`src/rtl/mimc_pkg.sv`:
```
/*
 * Constants shared by the monitor interrupt-mask and configuration block:
 * register offsets, field positions, reset values and pulse timing.
 * Assumes a serial-bus front end that turns bus transactions into
 * single-cycle register read and write strobes on ref_clk.
 */

package mimc_pkg;

	// ****************************************************************
	// register map
	// ****************************************************************
	localparam int unsigned ADDR_W = 7;
	localparam logic [6:0] OFS_EXT_HI_LIM = 7'h37;
	localparam logic [6:0] OFS_INT_HI_LIM = 7'h39;
	localparam logic [6:0] OFS_MASK_FIRST = 7'h43;
	localparam logic [6:0] OFS_MASK_SECOND = 7'h44;
	localparam logic [6:0] OFS_LEGACY_SPARE = 7'h45;
	localparam logic [6:0] OFS_INTR_CLEAR = 7'h46;
	localparam logic [6:0] OFS_VID_FAN = 7'h47;
	localparam logic [6:0] OFS_VID_TOP = 7'h49;
	localparam logic [6:0] OFS_CFG_SECOND = 7'h4A;

	// ****************************************************************
	// field positions
	// ****************************************************************
	localparam int unsigned INTR_PULSE_BIT = 7;
	localparam int unsigned FAN_A_LSB = 4;
	localparam int unsigned FAN_B_LSB = 6;
	localparam int unsigned C2_THERMAL_ALARM_N_MASK = 0;
	localparam int unsigned C2_INT_LOCK = 1;
	localparam int unsigned C2_EXT_LOCK = 2;
	localparam int unsigned C2_THERMAL_ALARM_N_MODE = 3;
	localparam int unsigned C2_IRQ3_EN = 6;
	localparam int unsigned C2_IRQ4_EN = 7;
	localparam int unsigned S2_THERMAL_ALARM_N = 5;
	localparam logic [7:0] C2_WR_MASK = 8'hCF; // bits 4,5 reserved
	localparam logic [7:0] C2_ONCE_MASK = 8'h06; // write-once locks
	localparam logic [7:0] S2_RSV_MASK = 8'h0C; // reserved status bits

	// ****************************************************************
	// reset values
	// ****************************************************************
	localparam logic [7:0] RST_MASK = 8'h00;
	localparam logic [7:0] RST_SPARE = 8'h00;
	localparam logic [7:0] RST_INTR_CLEAR = 8'h00;
	localparam logic [3:0] RST_FAN_DIV = 4'h5;
	localparam logic [6:0] RST_VID_TOP_RSV = 7'h40;
	localparam logic [7:0] RST_CFG_SECOND = 8'h00;

	// ****************************************************************
	// intrusion pulse timing
	// ****************************************************************
	localparam longint INTR_PULSE_MIN_MS = 20;
	localparam longint CLK_MHZ = 200;
	localparam longint CLK_TOL_PCT = 5; // margin for oscillator spread
	localparam int unsigned INTR_PULSE_CYCLES = int'((INTR_PULSE_MIN_MS
		* 1000 * CLK_MHZ * (100 + CLK_TOL_PCT) + 99) / 100);
	localparam int unsigned PULSE_CNT_W = 23;

	// divisor field to ratio: 00->1, 01->2, 10->4, 11->8
	function automatic logic [3:0] div_ratio(input logic [1:0] fld);
		div_ratio = 4'h1 << fld;
	endfunction

endpackage

```
`src/rtl/mimc_top.sv`:
```
/*
 * Interrupt mask and miscellaneous configuration registers of a hardware
 * monitor: two mask registers, spare register, intrusion-clear pulse,
 * voltage-id / fan divisor, top id bit and second configuration register.
 * Assumes a serial-bus front end giving one-cycle read and write strobes;
 * status flags, first config enable and channel mode come from outside.
 */
`timescale 1ns/1ps

module mimc_top #(
	parameter int unsigned PULSE_CYCLES = mimc_pkg::INTR_PULSE_CYCLES
) (
	// clock and reset
	input wire logic ref_clk,
	input wire logic sys_rst,
	// register port from serial front end
	input wire logic [mimc_pkg::ADDR_W-1:0] reg_addr,
	input wire logic reg_wr_en,
	input wire logic reg_rd_en,
	input wire logic [7:0] reg_wdata,
	output logic [7:0] reg_rdata,
	// bits held in neighbouring registers
	input wire logic int_out_en,
	input wire logic soft_reinit,
	input wire logic shared_pin_irq_mode,
	// status flags
	input wire logic [7:0] status_first,
	input wire logic [7:0] status_second,
	// pins
	input wire logic [3:0] voltage_id_low,
	input wire logic voltage_id_top,
	input wire logic intrusion_in,
	output logic intrusion_out,
	output logic intrusion_oe,
	output logic int_n,
	// configuration outputs
	output logic [3:0] fan_a_divisor,
	output logic [3:0] fan_b_divisor,
	output logic thermal_out_mode,
	output logic int_hi_limit_lock,
	output logic ext_hi_limit_lock,
	output logic int_hi_limit_wr,
	output logic ext_hi_limit_wr,
	output logic [7:0] limit_wdata
);
	import mimc_pkg::*;

	// ****************************************************************
	// state
	// ****************************************************************
	typedef struct packed {
		logic [7:0] mask1;
		logic [7:0] mask2;
		logic [7:0] spare;
		logic [7:0] intr_clr;
		logic [3:0] fan_div;
		logic [6:0] vid_top_rsv;
		logic [7:0] cfg2;
		logic [7:0] rdata;
		logic [3:0] fan_a_ratio;
		logic [3:0] fan_b_ratio;
		logic int_lim_wr;
		logic ext_lim_wr;
		logic [7:0] lim_wdata;
		logic pin_out;
	} mimc_regs_t;

	localparam mimc_regs_t REGS_RST = '{
		mask1: RST_MASK,
		mask2: RST_MASK,
		spare: RST_SPARE,
		intr_clr: RST_INTR_CLEAR,
		fan_div: RST_FAN_DIV,
		vid_top_rsv: RST_VID_TOP_RSV,
		cfg2: RST_CFG_SECOND,
		rdata: 8'h00,
		fan_a_ratio: div_ratio(RST_FAN_DIV[1:0]),
		fan_b_ratio: div_ratio(RST_FAN_DIV[3:2]),
		int_lim_wr: 1'b0,
		ext_lim_wr: 1'b0,
		lim_wdata: 8'h00,
		pin_out: 1'b0
	};

	mimc_regs_t regs_r;
	mimc_regs_t regs_nxt;
	logic pulse_start;
	logic pulse_active;
	logic pulse_done;
	logic [1:0] ext_irq;

	// write strobe aimed at one offset
	function automatic logic wr_to(input logic [6:0] ofs);
		wr_to = reg_wr_en && (reg_addr == ofs);
	endfunction

	// ****************************************************************
	// register file
	// ****************************************************************

	// a one written to the pulse bit starts the intrusion-clear pulse
	assign pulse_start = wr_to(OFS_INTR_CLEAR)
		&& reg_wdata[INTR_PULSE_BIT];

	// next-state of every register; reinit beats a write in the same cycle, except a write to the spare register
	always_comb begin
		regs_nxt = regs_r;
		regs_nxt.int_lim_wr = 1'b0;
		regs_nxt.ext_lim_wr = 1'b0;
		// self clear first so a fresh write of one still wins
		if (pulse_done) begin
			regs_nxt.intr_clr[INTR_PULSE_BIT] = 1'b0;
		end
		if (reg_wr_en) begin
			case (reg_addr)
				OFS_MASK_FIRST: begin
					regs_nxt.mask1 = reg_wdata;
				end
				OFS_MASK_SECOND: begin
					regs_nxt.mask2 = reg_wdata;
				end
				OFS_LEGACY_SPARE: begin
					regs_nxt.spare = reg_wdata;
				end
				OFS_INTR_CLEAR: begin
					regs_nxt.intr_clr = reg_wdata;
				end
				OFS_VID_FAN: begin
					regs_nxt.fan_div = reg_wdata[7:4];
				end
				OFS_VID_TOP: begin
					regs_nxt.vid_top_rsv = reg_wdata[7:1];
				end
				OFS_CFG_SECOND: begin
					// lock bits are sticky: a write can set but never clear
					regs_nxt.cfg2 = (reg_wdata & C2_WR_MASK)
						| (regs_r.cfg2 & C2_ONCE_MASK);
				end
				OFS_INT_HI_LIM: begin
					regs_nxt.int_lim_wr = ~regs_r.cfg2[C2_INT_LOCK];
					regs_nxt.lim_wdata = reg_wdata;
				end
				OFS_EXT_HI_LIM: begin
					regs_nxt.ext_lim_wr = ~regs_r.cfg2[C2_EXT_LOCK];
					regs_nxt.lim_wdata = reg_wdata;
				end
				default: begin
				end
			endcase
		end
		// software reinit restores defaults of all but the spare register and drops the limit locks
		if (soft_reinit) begin
			regs_nxt.mask1 = REGS_RST.mask1;
			regs_nxt.mask2 = REGS_RST.mask2;
			regs_nxt.intr_clr = REGS_RST.intr_clr;
			regs_nxt.fan_div = REGS_RST.fan_div;
			regs_nxt.vid_top_rsv = REGS_RST.vid_top_rsv;
			regs_nxt.cfg2 = REGS_RST.cfg2;
			regs_nxt.int_lim_wr = 1'b0;
			regs_nxt.ext_lim_wr = 1'b0;
		end
		// read data, captured on the strobe and held until the next read
		if (reg_rd_en) begin
			case (reg_addr)
				OFS_MASK_FIRST: regs_nxt.rdata = regs_r.mask1;
				OFS_MASK_SECOND: regs_nxt.rdata = regs_r.mask2;
				OFS_LEGACY_SPARE: regs_nxt.rdata = regs_r.spare;
				OFS_INTR_CLEAR: regs_nxt.rdata = regs_r.intr_clr;
				OFS_VID_FAN: begin
					regs_nxt.rdata = {regs_r.fan_div, voltage_id_low};
				end
				OFS_VID_TOP: begin
					regs_nxt.rdata = {regs_r.vid_top_rsv, voltage_id_top};
				end
				OFS_CFG_SECOND: regs_nxt.rdata = regs_r.cfg2;
				default: regs_nxt.rdata = 8'h00;
			endcase
		end
		regs_nxt.fan_a_ratio = div_ratio(regs_nxt.fan_div[1:0]);
		regs_nxt.fan_b_ratio = div_ratio(regs_nxt.fan_div[3:2]);
		regs_nxt.pin_out = 1'b0; // pulse only ever pulls low
	end

	// state register; power-on reset loads documented defaults
	always_ff @(posedge ref_clk) begin
		if (sys_rst) begin
			regs_r <= REGS_RST;
		end else begin
			regs_r <= regs_nxt;
		end
	end

	// ****************************************************************
	// intrusion pulse and interrupt output
	// ****************************************************************
	mimc_pulse_timer #(
		.PULSE_CYCLES(PULSE_CYCLES),
		.CNT_W(PULSE_CNT_W)
	) u_pulse (
		.ref_clk(ref_clk),
		.sys_rst(sys_rst),
		.start(pulse_start),
		.active(pulse_active),
		.done(pulse_done)
	);

	// shared pins count only in interrupt mode and with their own enable
	assign ext_irq[0] = shared_pin_irq_mode & regs_r.cfg2[C2_IRQ3_EN]
		& voltage_id_low[3];
	assign ext_irq[1] = shared_pin_irq_mode & regs_r.cfg2[C2_IRQ4_EN]
		& voltage_id_top;

	mimc_irq_gate u_gate (
		.ref_clk(ref_clk),
		.sys_rst(sys_rst),
		.int_en(int_out_en),
		.mask_first(regs_r.mask1),
		.mask_second(regs_r.mask2),
		.thermal_alarm_n_mask(regs_r.cfg2[C2_THERMAL_ALARM_N_MASK]),
		.status_first(status_first),
		.status_second(status_second),
		.ext_irq(ext_irq),
		.int_n(int_n)
	);

	// ****************************************************************
	// outputs
	// ****************************************************************
	assign reg_rdata = regs_r.rdata;
	assign intrusion_out = regs_r.pin_out;
	assign intrusion_oe = pulse_active;
	assign fan_a_divisor = regs_r.fan_a_ratio;
	assign fan_b_divisor = regs_r.fan_b_ratio;
	assign thermal_out_mode = regs_r.cfg2[C2_THERMAL_ALARM_N_MODE];
	assign int_hi_limit_lock = regs_r.cfg2[C2_INT_LOCK];
	assign ext_hi_limit_lock = regs_r.cfg2[C2_EXT_LOCK];
	assign int_hi_limit_wr = regs_r.int_lim_wr;
	assign ext_hi_limit_wr = regs_r.ext_lim_wr;
	assign limit_wdata = regs_r.lim_wdata;

	// helper: length of the current low pulse on the intrusion pin
	logic [PULSE_CNT_W:0] oe_len;
	always_ff @(posedge ref_clk) begin
		if (sys_rst || !intrusion_oe) begin
			oe_len <= '0;
		end else begin
			oe_len <= oe_len + (PULSE_CNT_W+1)'(1);
		end
	end
endmodule // mimc_top

```
`src/rtl/mimc_pulse_timer.sv`:
```
/*
 * Intrusion-clear pulse timer: holds active for a fixed count of cycles
 * after start, then gives a one-cycle done.
 * Assumes start is a single-cycle strobe; a start while active is ignored.
 */
`timescale 1ns/1ps

module mimc_pulse_timer #(
	parameter int unsigned PULSE_CYCLES = mimc_pkg::INTR_PULSE_CYCLES,
	parameter int unsigned CNT_W = mimc_pkg::PULSE_CNT_W
) (
	// clock and reset
	input wire logic ref_clk,
	input wire logic sys_rst,
	// control
	input wire logic start,
	output logic active,
	output logic done
);
	import mimc_pkg::*;

	typedef struct packed {
		logic active;
		logic done;
		logic [CNT_W-1:0] cnt;
	} mimc_tmr_t;

	mimc_tmr_t tmr_r;
	mimc_tmr_t tmr_nxt;

	// count down; done lands on the edge that drops active
	always_comb begin
		tmr_nxt = tmr_r;
		tmr_nxt.done = 1'b0;
		if (tmr_r.active) begin
			if (tmr_r.cnt == CNT_W'(1)) begin
				tmr_nxt.active = 1'b0;
				tmr_nxt.done = 1'b1;
			end else begin
				tmr_nxt.cnt = tmr_r.cnt - CNT_W'(1);
			end
		end else if (start) begin
			tmr_nxt.active = 1'b1;
			tmr_nxt.cnt = CNT_W'(PULSE_CYCLES);
		end
	end

	// state register
	always_ff @(posedge ref_clk) begin
		if (sys_rst) begin
			tmr_r <= '0;
		end else begin
			tmr_r <= tmr_nxt;
		end
	end

	assign active = tmr_r.active;
	assign done = tmr_r.done;

endmodule // mimc_pulse_timer

```
`src/rtl/mimc_irq_gate.sv`:
```
/*
 * Combines status flags, mask registers and extra interrupt pins into
 * the registered active-low interrupt output.
 * Assumes status flags come from the limit comparators, level per flag.
 */
`timescale 1ns/1ps

module mimc_irq_gate (
	// clock and reset
	input wire logic ref_clk,
	input wire logic sys_rst,
	// enables and masks
	input wire logic int_en,
	input wire logic [7:0] mask_first,
	input wire logic [7:0] mask_second,
	input wire logic thermal_alarm_n_mask,
	// sources
	input wire logic [7:0] status_first,
	input wire logic [7:0] status_second,
	input wire logic [1:0] ext_irq,
	// output
	output logic int_n
);
	import mimc_pkg::*;

	typedef struct packed {
		logic int_n;
	} mimc_gate_t;

	mimc_gate_t g_r;
	mimc_gate_t g_nxt;
	logic [7:0] live_second;
	logic any_src;

	// a one in a mask removes the flag; reserved status bits never count
	always_comb begin
		live_second = status_second & ~mask_second & ~S2_RSV_MASK;
		live_second[S2_THERMAL_ALARM_N] = live_second[S2_THERMAL_ALARM_N] & ~thermal_alarm_n_mask;
		any_src = |(status_first & ~mask_first) | (|live_second)
			| (|ext_irq);
		g_nxt.int_n = ~(int_en & any_src);
	end

	// registered so the pin never glitches on mask writes
	always_ff @(posedge ref_clk) begin
		if (sys_rst) begin
			g_r.int_n <= 1'b1;
		end else begin
			g_r <= g_nxt;
		end
	end

	assign int_n = g_r.int_n;

endmodule // mimc_irq_gate

```
`config.mk`:
```
export PLATFORM = sky130hd
export DESIGN_NAME = mimc_top
export DESIGN_NICKNAME = d
export VERILOG_FILES = /design/src/rtl/mimc_pkg.sv /design/src/rtl/mimc_top.sv /design/src/rtl/mimc_pulse_timer.sv /design/src/rtl/mimc_irq_gate.sv
export SDC_FILE = /design/constraint.sdc
export NUM_CORES = 1
export LEC_CHECK = 0
export ABC_CLOCK_PERIOD_IN_PS = 6750
export BUFFER_PORTS_ARGS = -buffer_cell sky130_fd_sc_hd__buf_4
export CORE_MARGIN = 8
export CORE_UTILIZATION = 52
export CTS_CLUSTER_SIZE = 10
export DETAILED_ROUTE_END_ITERATION = 16
export PLACE_DENSITY = 0.85
export SLEW_MARGIN = 25
export SYNTH_ARGS = -nofsm -noshare
export SYNTH_HDL_FRONTEND = slang
export SYNTH_SLANG_ARGS = --single-unit
```
`constraint.sdc`:
```
create_clock -name ref_clk -period 6.75 [get_ports ref_clk]
set_input_delay 1.6875 -clock ref_clk [delete_from_list [all_inputs] [get_ports ref_clk]]
set_output_delay 1.6875 -clock ref_clk [all_outputs]
set_load 0.05 [all_outputs]
```
; ---- Yosys cells after proc, flatten, opt, wreduce, memory -nomap -nowiden
; Cells that the tools add are included.
[totals]
ramBits = 0
in_bits = 44
mem_bits_ro = 0
wordCells = 87
out_inout_bits = 32
memories = 0
ff_bits = 104
latchBits = 0
[op_classes]
muxes = 14
shift = 2
eq_ne = 11
mul = 0
n_addsub = 1
n_div = 0
n_bitwise = 21
order_cmp = 0
reduce_logical = 19
[op_table]
columns = operator, n
row1 = two-way mux 23 bit, 3
row2 = case mux 8 bit (7 select lines), 1
row3 = == test 7 bit (second input constant), 7
row4 = two-way mux 27 bit, 1
row5 = == test 23 x 1 -> 1 bit (second input constant), 1
row6 = subtractor 23 x 1 -> 23 bit (second input constant), 1
row7 = two-way mux 19 bit, 1
row8 = bitwise AND 8 bit, 2
row9 = two-way mux 8 bit, 2
row10 = inverter 8 bit, 2
row11 = AND reduction 2 bit, 8
row12 = == test 7 x 6 -> 1 bit (second input constant), 2
row13 = inverter 1 bit, 8
row14 = OR 8 x 3 -> 8 bit, 1
row15 = OR reduction 2 bit, 4
row16 = OR reduction 4 bit, 2
row17 = OR reduction 8 bit, 1
row18 = << shifter 1 x 2 -> 4 bit (first input constant), 2
row19 = two-way mux 7 bit, 1
row20 = bitwise AND 1 bit, 6
row21 = OR reduction 6 bit, 1
row22 = two-way mux 4 bit, 1
row23 = two-way mux 1 bit, 3
row24 = logical AND 1 bit, 2
row25 = other kinds (4), 5

; ---- Longest topological paths before layout
; Gate-level depths: netlist of the first run.
[logic_depth]
ltp_word = 8
mapped_depth = 7
ltp_nobuf = 6

; ---- Hierarchy
; From an unflattened synthesis of the first run, not the netlist that was laid out.
[unflattened]
hier_cells = 521
area_unflattened_um2 = 4933.5
[modules_own_cells]
columns = module, area_each_um2, cells_per_inst, seq_area_each_um2, n_inst
row1 = mimc_top, 3447.1, 341, 1501.4, 1
row2 = mimc_pulse_timer, 1335.0, 155, 500.5, 1
row3 = mimc_irq_gate, 151.4, 25, 20.0, 1

; ---- Worst setup path before layout of the first run
; No wires, ideal clock.
[synth_timing]
path_type = input -> register
from = input reg_addr[1] (netlist name)
to = register regs_r, in the netlist limit_wdata[0]
path_buffers = 1
path_slack_ns = 3.354
setup_ns = 0.128
stages = 5
t_arrival_ns = 3.268
required_time_ns = 6.622
path_cell_list = clkbuf_1 or3b_1 a2111oi_4 mux2i_1 nor2_1
[synth_via]
elab_chain_len = 3
elab_cells_between_ends = 4
cone_classes = eq/ne (2) / reduce/logical (2)
[synth_lines]
columns = element, line_no
row1 = "start, declared", mimc_top.sv:17  ; input wire logic [mimc_pkg::ADDR_W-1:0] reg_addr,
row2 = == test 7 x 6 -> 1 bit, mimc_top.sv:115  ; case (reg_addr)
row3 = OR reduction 2 bit (no source line) *, -
row4 = AND reduction 2 bit (no source line) *, -
row5 = "end signal, assigned", mimc_top.sv:189  ; regs_r <= regs_nxt;
row6 = "end, declared", mimc_top.sv:85  ; mimc_regs_t regs_r;
; Mark *: on every way between the ends. The rest lies on a longest branch, timed or not.
; A chain may end at the register's enable or synchronous reset.

; ---- Worst setup path after layout of the first run
[layout_timing]
from = input reg_addr[5] (netlist name)
to = register regs_r, in the netlist fan_a_divisor[0]
[layout_via]
elab_chain_len = 5
[layout_lines]
columns = element, line_no
row1 = == test 7 bit, mimc_top.sv:115
row2 = two-way mux 4 bit, mimc_top.sv:115
row3 = two-way mux 27 bit, mimc_top.sv:114  ; if (reg_wr_en) begin
row4 = two-way mux 19 bit, mimc_top.sv:152  ; if (soft_reinit) begin
row5 = << shifter 1 x 2 -> 4 bit, mimc_pkg.sv:63  ; div_ratio = 4'h1 << fld;
; No other way between the ends.

==> Flow_metrics.wiki, run 1 <==
{| class="wikitable"
! Metric !! Value
|-
| Yosys top cell by area || sky130_fd_sc_hd__dfxtp_1
|-
| DIE HEIGHT || 113 µm
|-
| First-pass GRT wire length || 20000 µm
|-
| Post-route clock skew || roughly 0.015 ns
|-
| Startpoint types || primary input
|-
| Final instance count without filler cells || approximately 670
|-
| Number of pins exceeding their max-slew limit in the final report || 0
|-
| Setup slack of the most critical reg-to-reg path || between 4 and 5 ns
|-
| Endpoint arrival time on the critical path || 3.79 ns
|-
| Cell area power density || 195 nW/µm²
|-
| Top-Level Pins || between 70 and 80
|-
| Number of DRC markers after the initial detailed-route iteration || 265
|-
| Ratio of cells with drive above 1 in the final layout || just over 20%
|-
| Launch point of the worst reg-to-reg path || u_pulse.tmr_r[2]$_SDFFE_PP0P_
|-
| Worst Hold Path EP || reg_rdata[2]$_SDFFE_PP0P_
|-
| Peak per-stage delay on the critical path || 0.62 ns
|-
| Share of synthesized area occupied by flip-flops and latches || ~40%
|-
| Net count reported at finish || between 500 and 600
|-
| Required time worst endpoint || 6.99 ns
|-
| TritonCTS sink count || 101
|-
| Reg clk slew, reported paths || 0.11 ns
|-
| Buffer count from post-CTS setup fixing || 0
|-
| Depth of the most critical reg-to-reg path || 4
|-
| Count of standard-cell rows || 35
|-
| Via count of the first global-routing pass || 4054
|-
| Remaining number of nets flagged by the antenna check after routing || 0
|-
| # port buffers || 71
|-
| Final weighted congestion in routability-driven placement || 0.896
|-
| Setup crit end kind || flop
|-
| Number of optimization iterations in the first detailed-route pass || 6
|-
| Most frequent cell after synthesis || sky130_fd_sc_hd__dfxtp_1
|-
| Top cell type's share of synthesized area || 41.2%
|-
| Number of hold-repair buffers added at the cts stage || 0
|-
| Period Utilization, post-route || 52.6%
|-
| Area Growth Syn to Fin || 12.0%
|-
| Post-route DRC violation count || 0
|-
| Worst Hold Launch || reg_rdata[2]$_SDFFE_PP0P_
|-
| Worst skew pair latency || 0.37 ns
|-
| Via total after detailed routing || around 4000
|-
| Total instance count after detailed placement || 650
|-
| Total gr overflow || 0
|-
| Diode insertion count for antenna repair || 0
|-
| Die width || 113 µm
|-
| Final period demand of the worst path || between 3 and 4 ns
|-
| Hold-critical path depth || 2
|-
| Clock H-tree levels || 3
|-
| Async set or reset register ratio after synthesis || 0%
|-
| Clk Tree Root Cell || sky130_fd_sc_hd__clkbuf_8
|-
| Syn_nets || between 500 and 600
|-
| Final hold violations || 0
|-
| Largest buffer count on any clock path || 2
|-
| Cell types occupying the most area after synthesis || sky130_fd_sc_hd__dfxtp_1, sky130_fd_sc_hd__mux2i_1, sky130_fd_sc_hd__nor2_1, sky130_fd_sc_hd__buf_4, sky130_fd_sc_hd__mux4_2
|-
| Cell-by-cell trace of the critical path || buf_4 -> or3b_1 -> nor3_2 -> mux2i_1 -> nor4b_1
|-
| CTS tree || done
|-
| CTS buffer count || 9
|-
| Slew at the pin closest to its max-slew limit || 0.807 ns
|-
| Max-cap violations || 0
|-
| Ys flop type || sky130_fd_sc_hd__dfxtp_1
|-
| Total of flip-flops plus latches after synthesis || 101
|-
| Critical setup path kind || primary input to flop
|-
| Post-synth cell types || 61
|-
| Area of the mapped netlist || just under 5000 µm²
|-
| Filler instances || 804
|-
| Number of instances in the synthesized netlist || 523
|-
| Starting Density || 53.3%
|-
| Overall routing resource usage || 19.2%
|-
| Worst slew margin relative to its limit || 44.8%
|-
| Maximum number of pins on one net before global-route repair || 44
|-
| Number of enable-type register cells in the synthesized netlist || 0
|-
| Status || finished, final reports clean
|-
| Syn_area_per_cell || 9.38 µm²
|-
| Drt via density || between 6 and 7
|-
| Class of the worst hold path || flop to flop
|-
| Endpoint of the lowest-slack register-to-register path || u_pulse.tmr_r[11]$_SDFFE_PP0P_
|-
| Synthesis warning total || 0
|-
| Sum of negative setup slack || 0 ns
|-
| Highest Clock Rate || about 280 MHz
|-
| CP Max Fanout || 8
|-
| Slowest cell on the critical path || sky130_fd_sc_hd__nor3_2
|-
| Number of setup violations in the final report || 0
|-
| Setup repair after global routing missed its margin || false
|-
| Number of antenna violations at the first check in global routing || 0
|-
| Total wirelength of the detailed-routed design || 12300 µm
|-
| Leakage power || 0.00208 µW
|-
| Core area || 9200 µm²
|-
| Maximum vdd ir drop || 0.000137 V
|-
| Total half-perimeter wirelength after legalization and detailed placement || 8820 µm
|-
| Number of gates given a new drive strength after cts || 0
|-
| List of most frequent post-synthesis cells || sky130_fd_sc_hd__dfxtp_1, sky130_fd_sc_hd__nor2_1, sky130_fd_sc_hd__mux2i_1
|-
| DR WL/cell || roughly 18 µm
|-
| Full die area || 12800 µm²
|}
==> cell families after synthesis <==
family | Yosys count | synth area share, %
simple gates | 193 | 21.9
flops | 101 | 41.2
compound gates | 79 | 11.8
buf+inv | 76 | 7.78
mux | 71 | 16.6
fa+ha+maj | 2 | 0.510
other cells | 1 | 0.0765
==> layout by cell type, fill, tap and decap left out, types with 9 or more instances in the layout <==
master	n
sky130_fd_sc_hd__clkbuf_8	9
sky130_fd_sc_hd__o21ai_0	12
sky130_fd_sc_hd__mux2i_1	59
sky130_fd_sc_hd__nand2_1	33
sky130_fd_sc_hd__a21oi_1	16
sky130_fd_sc_hd__inv_1	19
sky130_fd_sc_hd__buf_4	73
sky130_fd_sc_hd__nor4_1	10
sky130_fd_sc_hd__dfxtp_1	101
sky130_fd_sc_hd__nor2_1	63
sky130_fd_sc_hd__nand2b_1	10
==> metrics by stage <==
stage                     instance area (µm²)  hold WS (ns)  worst slack [ns]  utilization (%)  power (µW)
after CTS                                5490         0.471              3.17             59.7        1080
after global routing                     5490         0.491              3.12             59.7        1110
final                                    5490         0.467              3.20             59.7        1070
after global placement                   5290         0.436              3.05             57.5         687
after floorplan                          4900         0.426              3.35                -         654
after detailed placement                 5290         0.446              2.98             57.5         689
==> sequential cells by signal, summed over array words and instances (netlist names) <==
register           count
fan_b_divisor          4
ext_hi_limit_lock      1
u_pulse.tmr_r         23
fan_a_divisor          4
int_hi_limit_wr        1
u_pulse.active         1
u_pulse.done           1
int_hi_limit_lock      1
reg_rdata              8
u_gate.int_n           1
limit_wdata            8
regs_r                46
ext_hi_limit_wr        1
thermal_out_mode       1
==> worst max path at each step <==
stage                                  endpoint  depth (start not counted)         from  slack [ns]
CTS                 fan_a_divisor[0]$_SDFF_PP0_                          5  reg_addr[5]        3.17
finish              fan_a_divisor[0]$_SDFF_PP0_                          5  reg_addr[5]        3.20
floorplan           limit_wdata[0]$_SDFFE_PP0P_                          5  reg_addr[1]        3.35
global route        fan_a_divisor[0]$_SDFF_PP0_                          5  reg_addr[5]        3.12
detailed placement  fan_a_divisor[0]$_SDFF_PP0_                          5  reg_addr[5]        2.98
global placement    fan_b_divisor[0]$_SDFF_PP0_                          5  reg_addr[5]        3.05
==> critical path: cells and delay by family <==
family | cells | cell delay (ns)
AND/OR/NAND/NOR | 3 | 1.52
buffers and inverters | 1 | 0.13
multiplexers | 1 | 0.45
==> layout make-up <==
class                   instances  area [µm²]  area share [%]
multi-input cells             346        2510            45.7
flip-flops and latches        101        2020            36.8
repair buffers                 73         548            9.98
well taps                     111         139            2.53
clock buffers                   9         124            2.26
clock inverters                 7        80.1            1.46
inverters                      19        71.3            1.30
==> layer usage <==
layer | vias up | wire length [µm] | share of wire (%) | global-route usage, %
met5 | - | 0 | 0 | 0
met4 | 0 | 178 | 1.5 | 6.04
met3 | 17 | 1000 | 8.2 | 4.90
met2 | 152 | 6030 | 49 | 33.5
met1 | 1923 | 5060 | 41 | 22.6
li1 | 1929 | - | - | -
==> where the power goes <==
| group | internal (µW) | switching (µW) | leakage [µW] |
|---|---|---|---|
| logic | 30.4 | 48.2 | 0.00116 |
| registers | 597 | 0.975 | 0.000814 |
| clock network | 177 | 220 | 0.000102 |
| total | 804 | 269 | 0.00208 |
(Power assumes the default switching activity.)
==> run 2: changes to the inputs <==
ABC_AREA = 1   (was default)
ABC_CLOCK_PERIOD_IN_PS = 2910   (was 6750)
PLACE_DENSITY = 0.88   (was 0.85)
clock period = 2.91 ns   (was 6.75 ns; I/O delays follow)
==> Flow_metrics.wiki, run 2 <==
{| class="wikitable"
! Metric !! Value
|-
| Status || finished, final reports clean
|-
| Critical setup path kind || primary input to flop
|-
| Switching power || 594 µW (+120%)
|-
| Starting Density || 52.7% (-0.63 points)
|-
| Cell-internal power || 1920 µW (+140%)
|-
| Ys flop type || sky130_fd_sc_hd__dfxtp_1
|-
| Number of DRC markers after the initial detailed-route iteration || 495 (+87%)
|-
| Placed cell areas || 5500 µm² (+4.0%)
|-
| Total gr overflow || 0 (unchanged)
|-
| CTS tree || done
|-
| Clk Tree Root Cell || sky130_fd_sc_hd__clkbuf_8
|-
| Endpoint arrival time on the critical path || 2.25 ns (-1.54 ns)
|-
| Syn_nets || 786 (+38%)
|-
| Overall routing resource usage || 19.6% (+0.31 points)
|-
| List of most frequent post-synthesis cells || sky130_fd_sc_hd__nand2_1, sky130_fd_sc_hd__nor2_1, sky130_fd_sc_hd__dfxtp_1
|-
| Setup crit end kind || flop
|-
| Post-route DRC violation count || 0 (unchanged)
|-
| # port buffers || 71 (unchanged)
|-
| Top cell type's share of synthesized area || 39.8% (-1.4 points)
|-
| CTS buffer count || 9 (unchanged)
|-
| Full die area || 13200 µm² (+3.1%)
|-
| Number of setup violations in the final report || 0 (unchanged)
|-
| Most common cell after layout, fill and taps aside || sky130_fd_sc_hd__nand2_1
|-
| First-pass GRT wire length || 20900 µm (+4.2%)
|-
| Net count reported at finish || 825 (+38%)
|-
| Diode insertion count for antenna repair || 0 (unchanged)
|-
| Number of antenna violations at the first check in global routing || 0 (unchanged)
|-
| Number of enable-type register cells in the synthesized netlist || 0 (unchanged)
|-
| Peak per-stage delay on the critical path || 0.28 ns (-0.34 ns)
|-
| Count of standard-cell rows || 36 (+2.9%)
|-
| Area Growth Syn to Fin || 12.2%
|-
| Worst skew pair latency || 0.36 ns (about the same)
|-
| Synthesis warning total || 0 (unchanged)
|-
| Most frequent cell after synthesis || sky130_fd_sc_hd__nand2_1
|-
| Required time worst endpoint || 3.21 ns (-3.78 ns)
|-
| Final period demand of the worst path || slightly below 2 ns
|-
| Async set or reset register ratio after synthesis || 0% (unchanged)
|-
| Number of hold-repair buffers added at the cts stage || 0 (unchanged)
|-
| Setup repair after global routing missed its margin || false
|-
| DIE HEIGHT || 115 µm (+1.5%)
|-
| Largest reg by FF count || regs_r
|-
| Maximum number of pins on one net before global-route repair || 34 (-23%)
|-
| Last element of the critical path || fan_b_divisor[0]$_SDFF_PP0_
|-
| Via total after detailed routing || 4790 (+19%)
|-
| Final weighted congestion in routability-driven placement || 0.897 (+0.10%)
|-
| Final instance count without filler cells || 915 (+37%)
|-
| DR WL/cell || 13.8 µm (-25%)
|-
| Largest registers || regs_r: 46 flops, u_pulse.tmr_r: 23 flops
|-
| Launch point of the worst reg-to-reg path || u_pulse.tmr_r[0]$_SDFFE_PP0P_
|-
| Most common cell on crit path || sky130_fd_sc_hd__buf_4
|-
| Buffer count from post-CTS setup fixing || 0 (unchanged)
|-
| Startpoint of the most critical setup path || reg_addr[4]
|-
| Max-cap violations || 0 (unchanged)
|-
| Depth of the most critical reg-to-reg path || 11 (+7)
|-
| Maximum vdd ir drop || 0.000242 V (+76%)
|-
| Number of instances in the synthesized netlist || 740 (+41%)
|-
| Period Utilization, post-route || 67.1%
|-
| Flip-flop count of the largest register after layout || 46 (unchanged)
|-
| Post-synth cell types || 39 (-36%)
|-
| Drt via density || 5.23 (-13%)
|-
| Reg clk slew, reported paths || 0.09 ns (-0.02 ns)
|-
| CP Max Fanout || 15 (+7)
|-
| Largest buffer count on any clock path || 2 (unchanged)
|-
| Post-route clock skew || 0.0113 ns (-0.00394 ns)
|-
| Number of optimization iterations in the first detailed-route pass || 5 (-1)
|-
| Fraction of power consumed by sequential logic || 55.1% (-0.6 points)
|-
| Leakage power || 0.00252 µW (+21%)
|-
| Via count of the first global-routing pass || 4475 (+10%)
|-
| Die width || 115 µm (+1.5%)
|-
| Leading cell types in the layout, fill and taps excluded || sky130_fd_sc_hd__nand2_1, sky130_fd_sc_hd__nor2_1, sky130_fd_sc_hd__dfxtp_1
|-
| Sum of negative setup slack || 0 ns (unchanged)
|-
| Cell types occupying the most area after synthesis || sky130_fd_sc_hd__dfxtp_1, sky130_fd_sc_hd__nand2_1, sky130_fd_sc_hd__nor2_1, sky130_fd_sc_hd__a21oi_1, sky130_fd_sc_hd__o21ai_0
|-
| Finished layout cell area || 5700 µm² (+3.8%)
|-
| Class of the worst hold path || flop to flop
|-
| Ratio of cells with drive above 1 in the final layout || 17.3% (-3.1 points)
|-
| Clock network fraction of total power || 37.4% (+0.4 points)
|-
| Remaining number of nets flagged by the antenna check after routing || 0 (unchanged)
|-
| Slowest cell on the critical path || sky130_fd_sc_hd__buf_4
|-
| Number of cells on the critical path || 11 (+6)
|-
| Endpoint of the lowest-slack register-to-register path || u_pulse.tmr_r[18]$_SDFFE_PP0P_
|-
| Worst Path Buf+Inv || 4 (+3)
|-
| Largest delay share family, worst path || simple AND/OR/NAND/NOR gates
|-
| Total of flip-flops plus latches after synthesis || 101 (unchanged)
|-
| Startpoint types || primary input
|-
| Yosys top cell by area || sky130_fd_sc_hd__dfxtp_1
|-
| Top-Level Pins || 76 (unchanged)
|-
| TritonCTS sink count || 101 (unchanged)
|-
| Total half-perimeter wirelength after legalization and detailed placement || 9320 µm (+5.6%)
|-
| Share of synthesized area occupied by flip-flops and latches || 39.8% (-1.4 points)
|-
| Highest Clock Rate || between 500 and 600 MHz
|-
| Fraction of the core area covered by cells at the end of the flow || 59.1% (-0.60 points)
|-
| Filler instances || 919 (+14%)
|-
| Total wirelength of the detailed-routed design || 12600 µm (+2.7%)
|-
| Proportion of power drawn by combinational gates || 7.5% (+0.2 points)
|-
| Final hold violations || 0 (unchanged)
|-
| Number of gates given a new drive strength after cts || 0 (unchanged)
|-
| Total instance count after detailed placement || 901 (+39%)
|-
| Clock H-tree levels || 3 (unchanged)
|-
| Number of pins exceeding their max-slew limit in the final report || 0 (unchanged)
|-
| Core area || 9640 µm² (+4.8%)
|-
| Cell-by-cell trace of the critical path || buf_4 -> inv_1 -> nand2_1 -> nor2_4 -> buf_4 -> nand2_4 -> nor2_8 -> inv_2 -> a21oi_2 -> nand2_2 -> nor2_1
|-
| Setup slack of the most critical reg-to-reg path || 1.06 ns (-3.28 ns)
|-
| Switching portion of total power || 23.6% (-1.5 points)
|-
| Syn_area_per_cell || 6.86 µm² (-27%)
|-
| Cell area power density || 442 nW/µm² (+130%)
|-
| Area of the mapped netlist || 5080 µm² (+3.6%)
|}
-- run 2: cell types whose count changed after synthesis, sizes merged, moves of 8 or more --
cell / before / now
nand2: 33 / 174
inv: 19 / 81
mux2i: 59 / 0
nor2: 63 / 121
a21oi: 16 / 72
o21ai: 12 / 64
nand3: 6 / 47
clkbuf: 27 / 12
nor4: 13 / 2
nand2b: 10 / 0
mux4: 8 / 0
nor4b: 8 / 0
or4: 8 / 0
-- run 2: worst min-delay path by stage --
| stage | slack (ns) | start | cells after the start | to |
|---|---|---|---|---|
| after global placement | 0.43 | regs_r[52]$_SDFFE_PP0N_ | 2 | regs_r[52]$_SDFFE_PP0N_ |
| final | 0.45 | regs_r[48]$_SDFFE_PP0N_ | 2 | regs_r[48]$_SDFFE_PP0N_ |
| after floorplan | 0.42 | regs_r[61]$_SDFFE_PP0P_ | 2 | regs_r[61]$_SDFFE_PP0P_ |
| after global routing | 0.47 | int_hi_limit_lock$_SDFFE_PP0P_ | 1 | int_hi_limit_wr$_SDFF_PP0_ |
| after detailed placement | 0.44 | regs_r[52]$_SDFFE_PP0N_ | 2 | regs_r[52]$_SDFFE_PP0N_ |
| after CTS | 0.45 | regs_r[52]$_SDFFE_PP0N_ | 2 | regs_r[52]$_SDFFE_PP0N_ |
-- run 2: logic make-up after synthesis --
kind of cell	share of synthesized area [%]
DFF	39.8
xor gates and xnor gates	0.517
AOI/OAI and AO/OA	14.9
buffers and inverters	12.1
adders and majority gates	0.493
other	0.0738
and+or+nand+nor	32.1
-- run 2: layout make-up --
cell class,count,area (µm²),share of cell area (%)
Clock buffer,9,124,2.17
Multi-Input combinational cell,511,2440,42.8
Clock inverter,5,77.6,1.36
Timing Repair Buffer,75,563,9.88
Tap cell,133,166,2.92
Sequential cell,101,2020,35.5
Inverter,81,304,5.34
-- run 2: power by group through the flow --
stage                     combinational, µW  clock, µW  sequential [µW]
after CTS                               187        949             1390
final                                   189        941             1390
after global placement                  184          0             1420
after global routing                    205       1000             1390
after floorplan                        99.5          0             1420
after detailed placement                186          0             1420
-- run 2: per-layer routing --
layer	global-route usage, %	vias to the layer above	part of all wire (%)
met1	23.5	2157	43
li1	-	2414	-
met3	5.04	27	8.8
met4	9.02	0	2.7
met5	0	-	0
met2	32.1	192	46
-- run 2: worst reg2reg max path, stage by stage (launching register included) --
cell	delay (ns)
sky130_fd_sc_hd__dfxtp_1	0.35
sky130_fd_sc_hd__inv_1	0.08
sky130_fd_sc_hd__ha_1	0.24
sky130_fd_sc_hd__nand2_1	0.18
sky130_fd_sc_hd__nor2_2	0.22
sky130_fd_sc_hd__nand2_1	0.09
sky130_fd_sc_hd__nor2_1	0.17
sky130_fd_sc_hd__nand2_1	0.08
sky130_fd_sc_hd__nor2_1	0.13
sky130_fd_sc_hd__nand3_1	0.08
sky130_fd_sc_hd__nand2_1	0.07
sky130_fd_sc_hd__nor2_1	0.04
-- run 2: metrics by stage --
stage                     total power (µW)  hold WS, ns  setup WS [ns]
after global routing                  2600        0.473          0.804
after floorplan                       1520        0.424           1.06
after CTS                             2520        0.452          0.967
after global placement                1600        0.433          0.625
after detailed placement              1610        0.440          0.593
final                                 2520        0.453          0.957
==> run 3: changes to the inputs <==
ABC_CLOCK_PERIOD_IN_PS = 1900   (was 2910)
PLACE_DENSITY = 0.85   (was 0.88)
clock period = 1.9 ns   (was 2.91 ns; I/O delays follow)
==> Flow_metrics.wiki, run 3 (synthesis results as in run 2) <==
{| class="wikitable"
! Metric !! Value
|-
| CTS buffer count || 9 (unchanged)
|-
| Slowest cell on the critical path || sky130_fd_sc_hd__dfxtp_1
|-
| Final hold violations || 0 (unchanged)
|-
| Post-route DRC violation count || 0 (unchanged)
|-
| Core area || 9640 µm² (unchanged)
|-
| Maximum vdd ir drop || 0.000380 V (+57%)
|-
| Top-Level Pins || 76 (unchanged)
|-
| Number of DRC markers after the initial detailed-route iteration || 363 (-27%)
|-
| Worst Path Buf+Inv || 1 (-3)
|-
| Area Growth Syn to Fin || 17.0%
|-
| Drt via density || 5.14 (-1.8%)
|-
| Number of optimization iterations in the first detailed-route pass || 6 (+1)
|-
| Cell area power density || 665 nW/µm² (+51%)
|-
| Status || finished, final reports clean
|-
| Cell-by-cell trace of the critical path || nor2_1 -> nand2_1 -> nor2_1 -> nand3_1 -> nand2_2 -> nand2_4 -> inv_2 -> nand2_1 -> a21oi_1
|-
| Depth of the most critical reg-to-reg path || 9 (-2)
|-
| Endpoint arrival time on the critical path || 2.04 ns (-0.21 ns)
|-
| Hold-critical path depth || 2 (unchanged)
|-
| Number of setup violations in the final report || 0 (unchanged)
|-
| GR Layer Usage met3 || 5.88% (+0.84 points)
|-
| Leakage power || 0.00266 µW (+5.5%)
|-
| Highest Clock Rate || 577 MHz
|-
| Die width || 115 µm (unchanged)
|-
| Ratio of cells with drive above 1 in the final layout || 20.1% (+2.9 points)
|-
| Starting Density || 52.7% (unchanged)
|-
| Filler instances || 917 (-0.22%)
|-
| Buffer count from post-CTS setup fixing || 0 (unchanged)
|-
| TritonCTS sink count || 101 (unchanged)
|-
| Remaining number of nets flagged by the antenna check after routing || 0 (unchanged)
|-
| Clock H-tree levels || 3 (unchanged)
|-
| Number of pins exceeding their max-slew limit in the final report || 0 (unchanged)
|-
| Total half-perimeter wirelength after legalization and detailed placement || 9700 µm (+4.1%)
|-
| Peak per-stage delay on the critical path || 0.37 ns (+0.09 ns)
|-
| Via count of the first global-routing pass || 4585 (+2.5%)
|-
| Startpoint types || flop
|-
| Maximum number of pins on one net before global-route repair || 31 (-8.8%)
|-
| Largest delay share family, worst path || simple AND/OR/NAND/NOR gates
|-
| Most common cell after layout, fill and taps aside || sky130_fd_sc_hd__nand2_1
|-
| Number of cells on the critical path || 9 (-2)
|-
| CP Max Fanout || 15 (unchanged)
|-
| Met1 track demand over resource || 24.0% (+0.55 points)
|-
| Worst skew pair latency || 0.37 ns (about the same)
|-
| Required time worst endpoint || 2.20 ns (-1.01 ns)
|-
| Clk Tree Root Cell || sky130_fd_sc_hd__clkbuf_8
|-
| DR WL/cell || 13.9 µm (+0.97%)
|-
| Setup crit end kind || flop
|-
| Layer with the highest usage after global routing || met2
|-
| Leading cell types in the layout, fill and taps excluded || sky130_fd_sc_hd__nand2_1, sky130_fd_sc_hd__nor2_1, sky130_fd_sc_hd__dfxtp_1
|-
| Total gr overflow || 0 (unchanged)
|-
| Final period demand of the worst path || 1.73 ns
|-
| First-pass GRT wire length || 21700 µm (+4.1%)
|-
| Reg clk slew, reported paths || 0.10 ns (about the same)
|-
| Period Utilization, post-route || slightly above 90%
|-
| Critical setup path kind || flop to flop
|-
| Final weighted congestion in routability-driven placement || 0.986 (+9.9%)
|-
| Largest reg by FF count || regs_r
|-
| Setup repair after global routing missed its margin || false
|-
| Full die area || 13200 µm² (unchanged)
|-
| Largest buffer count on any clock path || 2 (unchanged)
|-
| Net count reported at finish || 851 (+3.2%)
|-
| Number of antenna violations at the first check in global routing || 0 (unchanged)
|-
| Final worst hold slack || 0.286 ns (-0.168 ns)
|-
| Setup Slack @ Placement || -0.0183 ns (-0.612 ns)
|-
| Total wirelength of the detailed-routed design || 13100 µm (+4.0%)
|-
| CTS tree || done
|-
| # port buffers || 71 (unchanged)
|-
| Number of hold-repair buffers added at the cts stage || 0 (unchanged)
|-
| Flip-flop count of the largest register after layout || 46 (unchanged)
|-
| Class of the worst hold path || primary input to flop
|-
| Diode insertion count for antenna repair || 0 (unchanged)
|-
| Post-route worst setup slack || 0.165 ns (-0.792 ns)
|-
| Post-route clock skew || 0.0104 ns (-0.000874 ns)
|-
| Max-cap violations || 0 (unchanged)
|-
| Via total after detailed routing || 4843 (+1.1%)
|-
| Met2 Usage GRT || 34.1% (+1.9 points)
|-
| Count of standard-cell rows || 36 (unchanged)
|-
| Number of gates given a new drive strength after cts || 0 (unchanged)
|-
| Largest registers || regs_r: 46 flops, u_pulse.tmr_r: 23 flops
|-
| DIE HEIGHT || 115 µm (unchanged)
|-
| Overall routing resource usage || 20.5% (+0.99 points)
|}
## run 3: metal layers
layer / part of all wire [%] / vias to the layer above
met2: 46 / 194
met4: 3.2 / 0
met5: 0 / -
met3: 8.9 / 43
li1: - / 2461
met1: 41 / 2145
## run 3: stage by stage
step                cell area [µm²]  utilization, %  TNS (ns)  cells  total power (µW)
global placement               5720            59.3         0    927              2480
global route                   5940            61.6         0    942              4090
detailed placement             5720            59.3   -0.0183    927              2480
CTS                            5940            61.6         0    942              3980
finish                         5940            61.6         0    942              3950
floorplan                      5080               -         0    740              2330
## run 3: where the power goes
group | internal (µW) | total (µW) | switching, µW
registers | 2120 | 2120 | 3.57
clock network | 775 | 1520 | 745
logic | 116 | 309 | 193
## run 3: layout make-up
class	count	area, µm²	area share (%)
Multi-Input combinational cell	511	2440	41.1
Sequential cell	101	2020	34.0
Timing Repair Buffer	101	783	13.2
Inverter	81	304	5.12
Tap cell	133	166	2.80
Clock buffer	10	138	2.32
Clock inverter	5	85.1	1.43
## run 3: path summary, 6_finish.rpt
path | from | end | slack (ns)
max | u_pulse.tmr_r[4]$_SDFFE_PP0P_ | u_pulse.tmr_r[22]$_SDFFE_PP0P_ | 0.17
max reg2reg | u_pulse.tmr_r[4]$_SDFFE_PP0P_ | u_pulse.tmr_r[22]$_SDFFE_PP0P_ | 0.17
min | int_out_en | u_gate.int_n$_SDFF_PP1_ | 0.29
min reg2reg | regs_r[49]$_SDFFE_PP0N_ | regs_r[49]$_SDFFE_PP0N_ | 0.45
## run 3: worst reg2reg max path, delay by kind of cell, from the launching register on
family | cells | cell delay (ns)
flip-flops | 1 | 0.37
AO/OA/AOI/OAI | 1 | 0.14
buffers and inverters | 1 | 0.22
AND/OR/NAND/NOR | 7 | 0.95
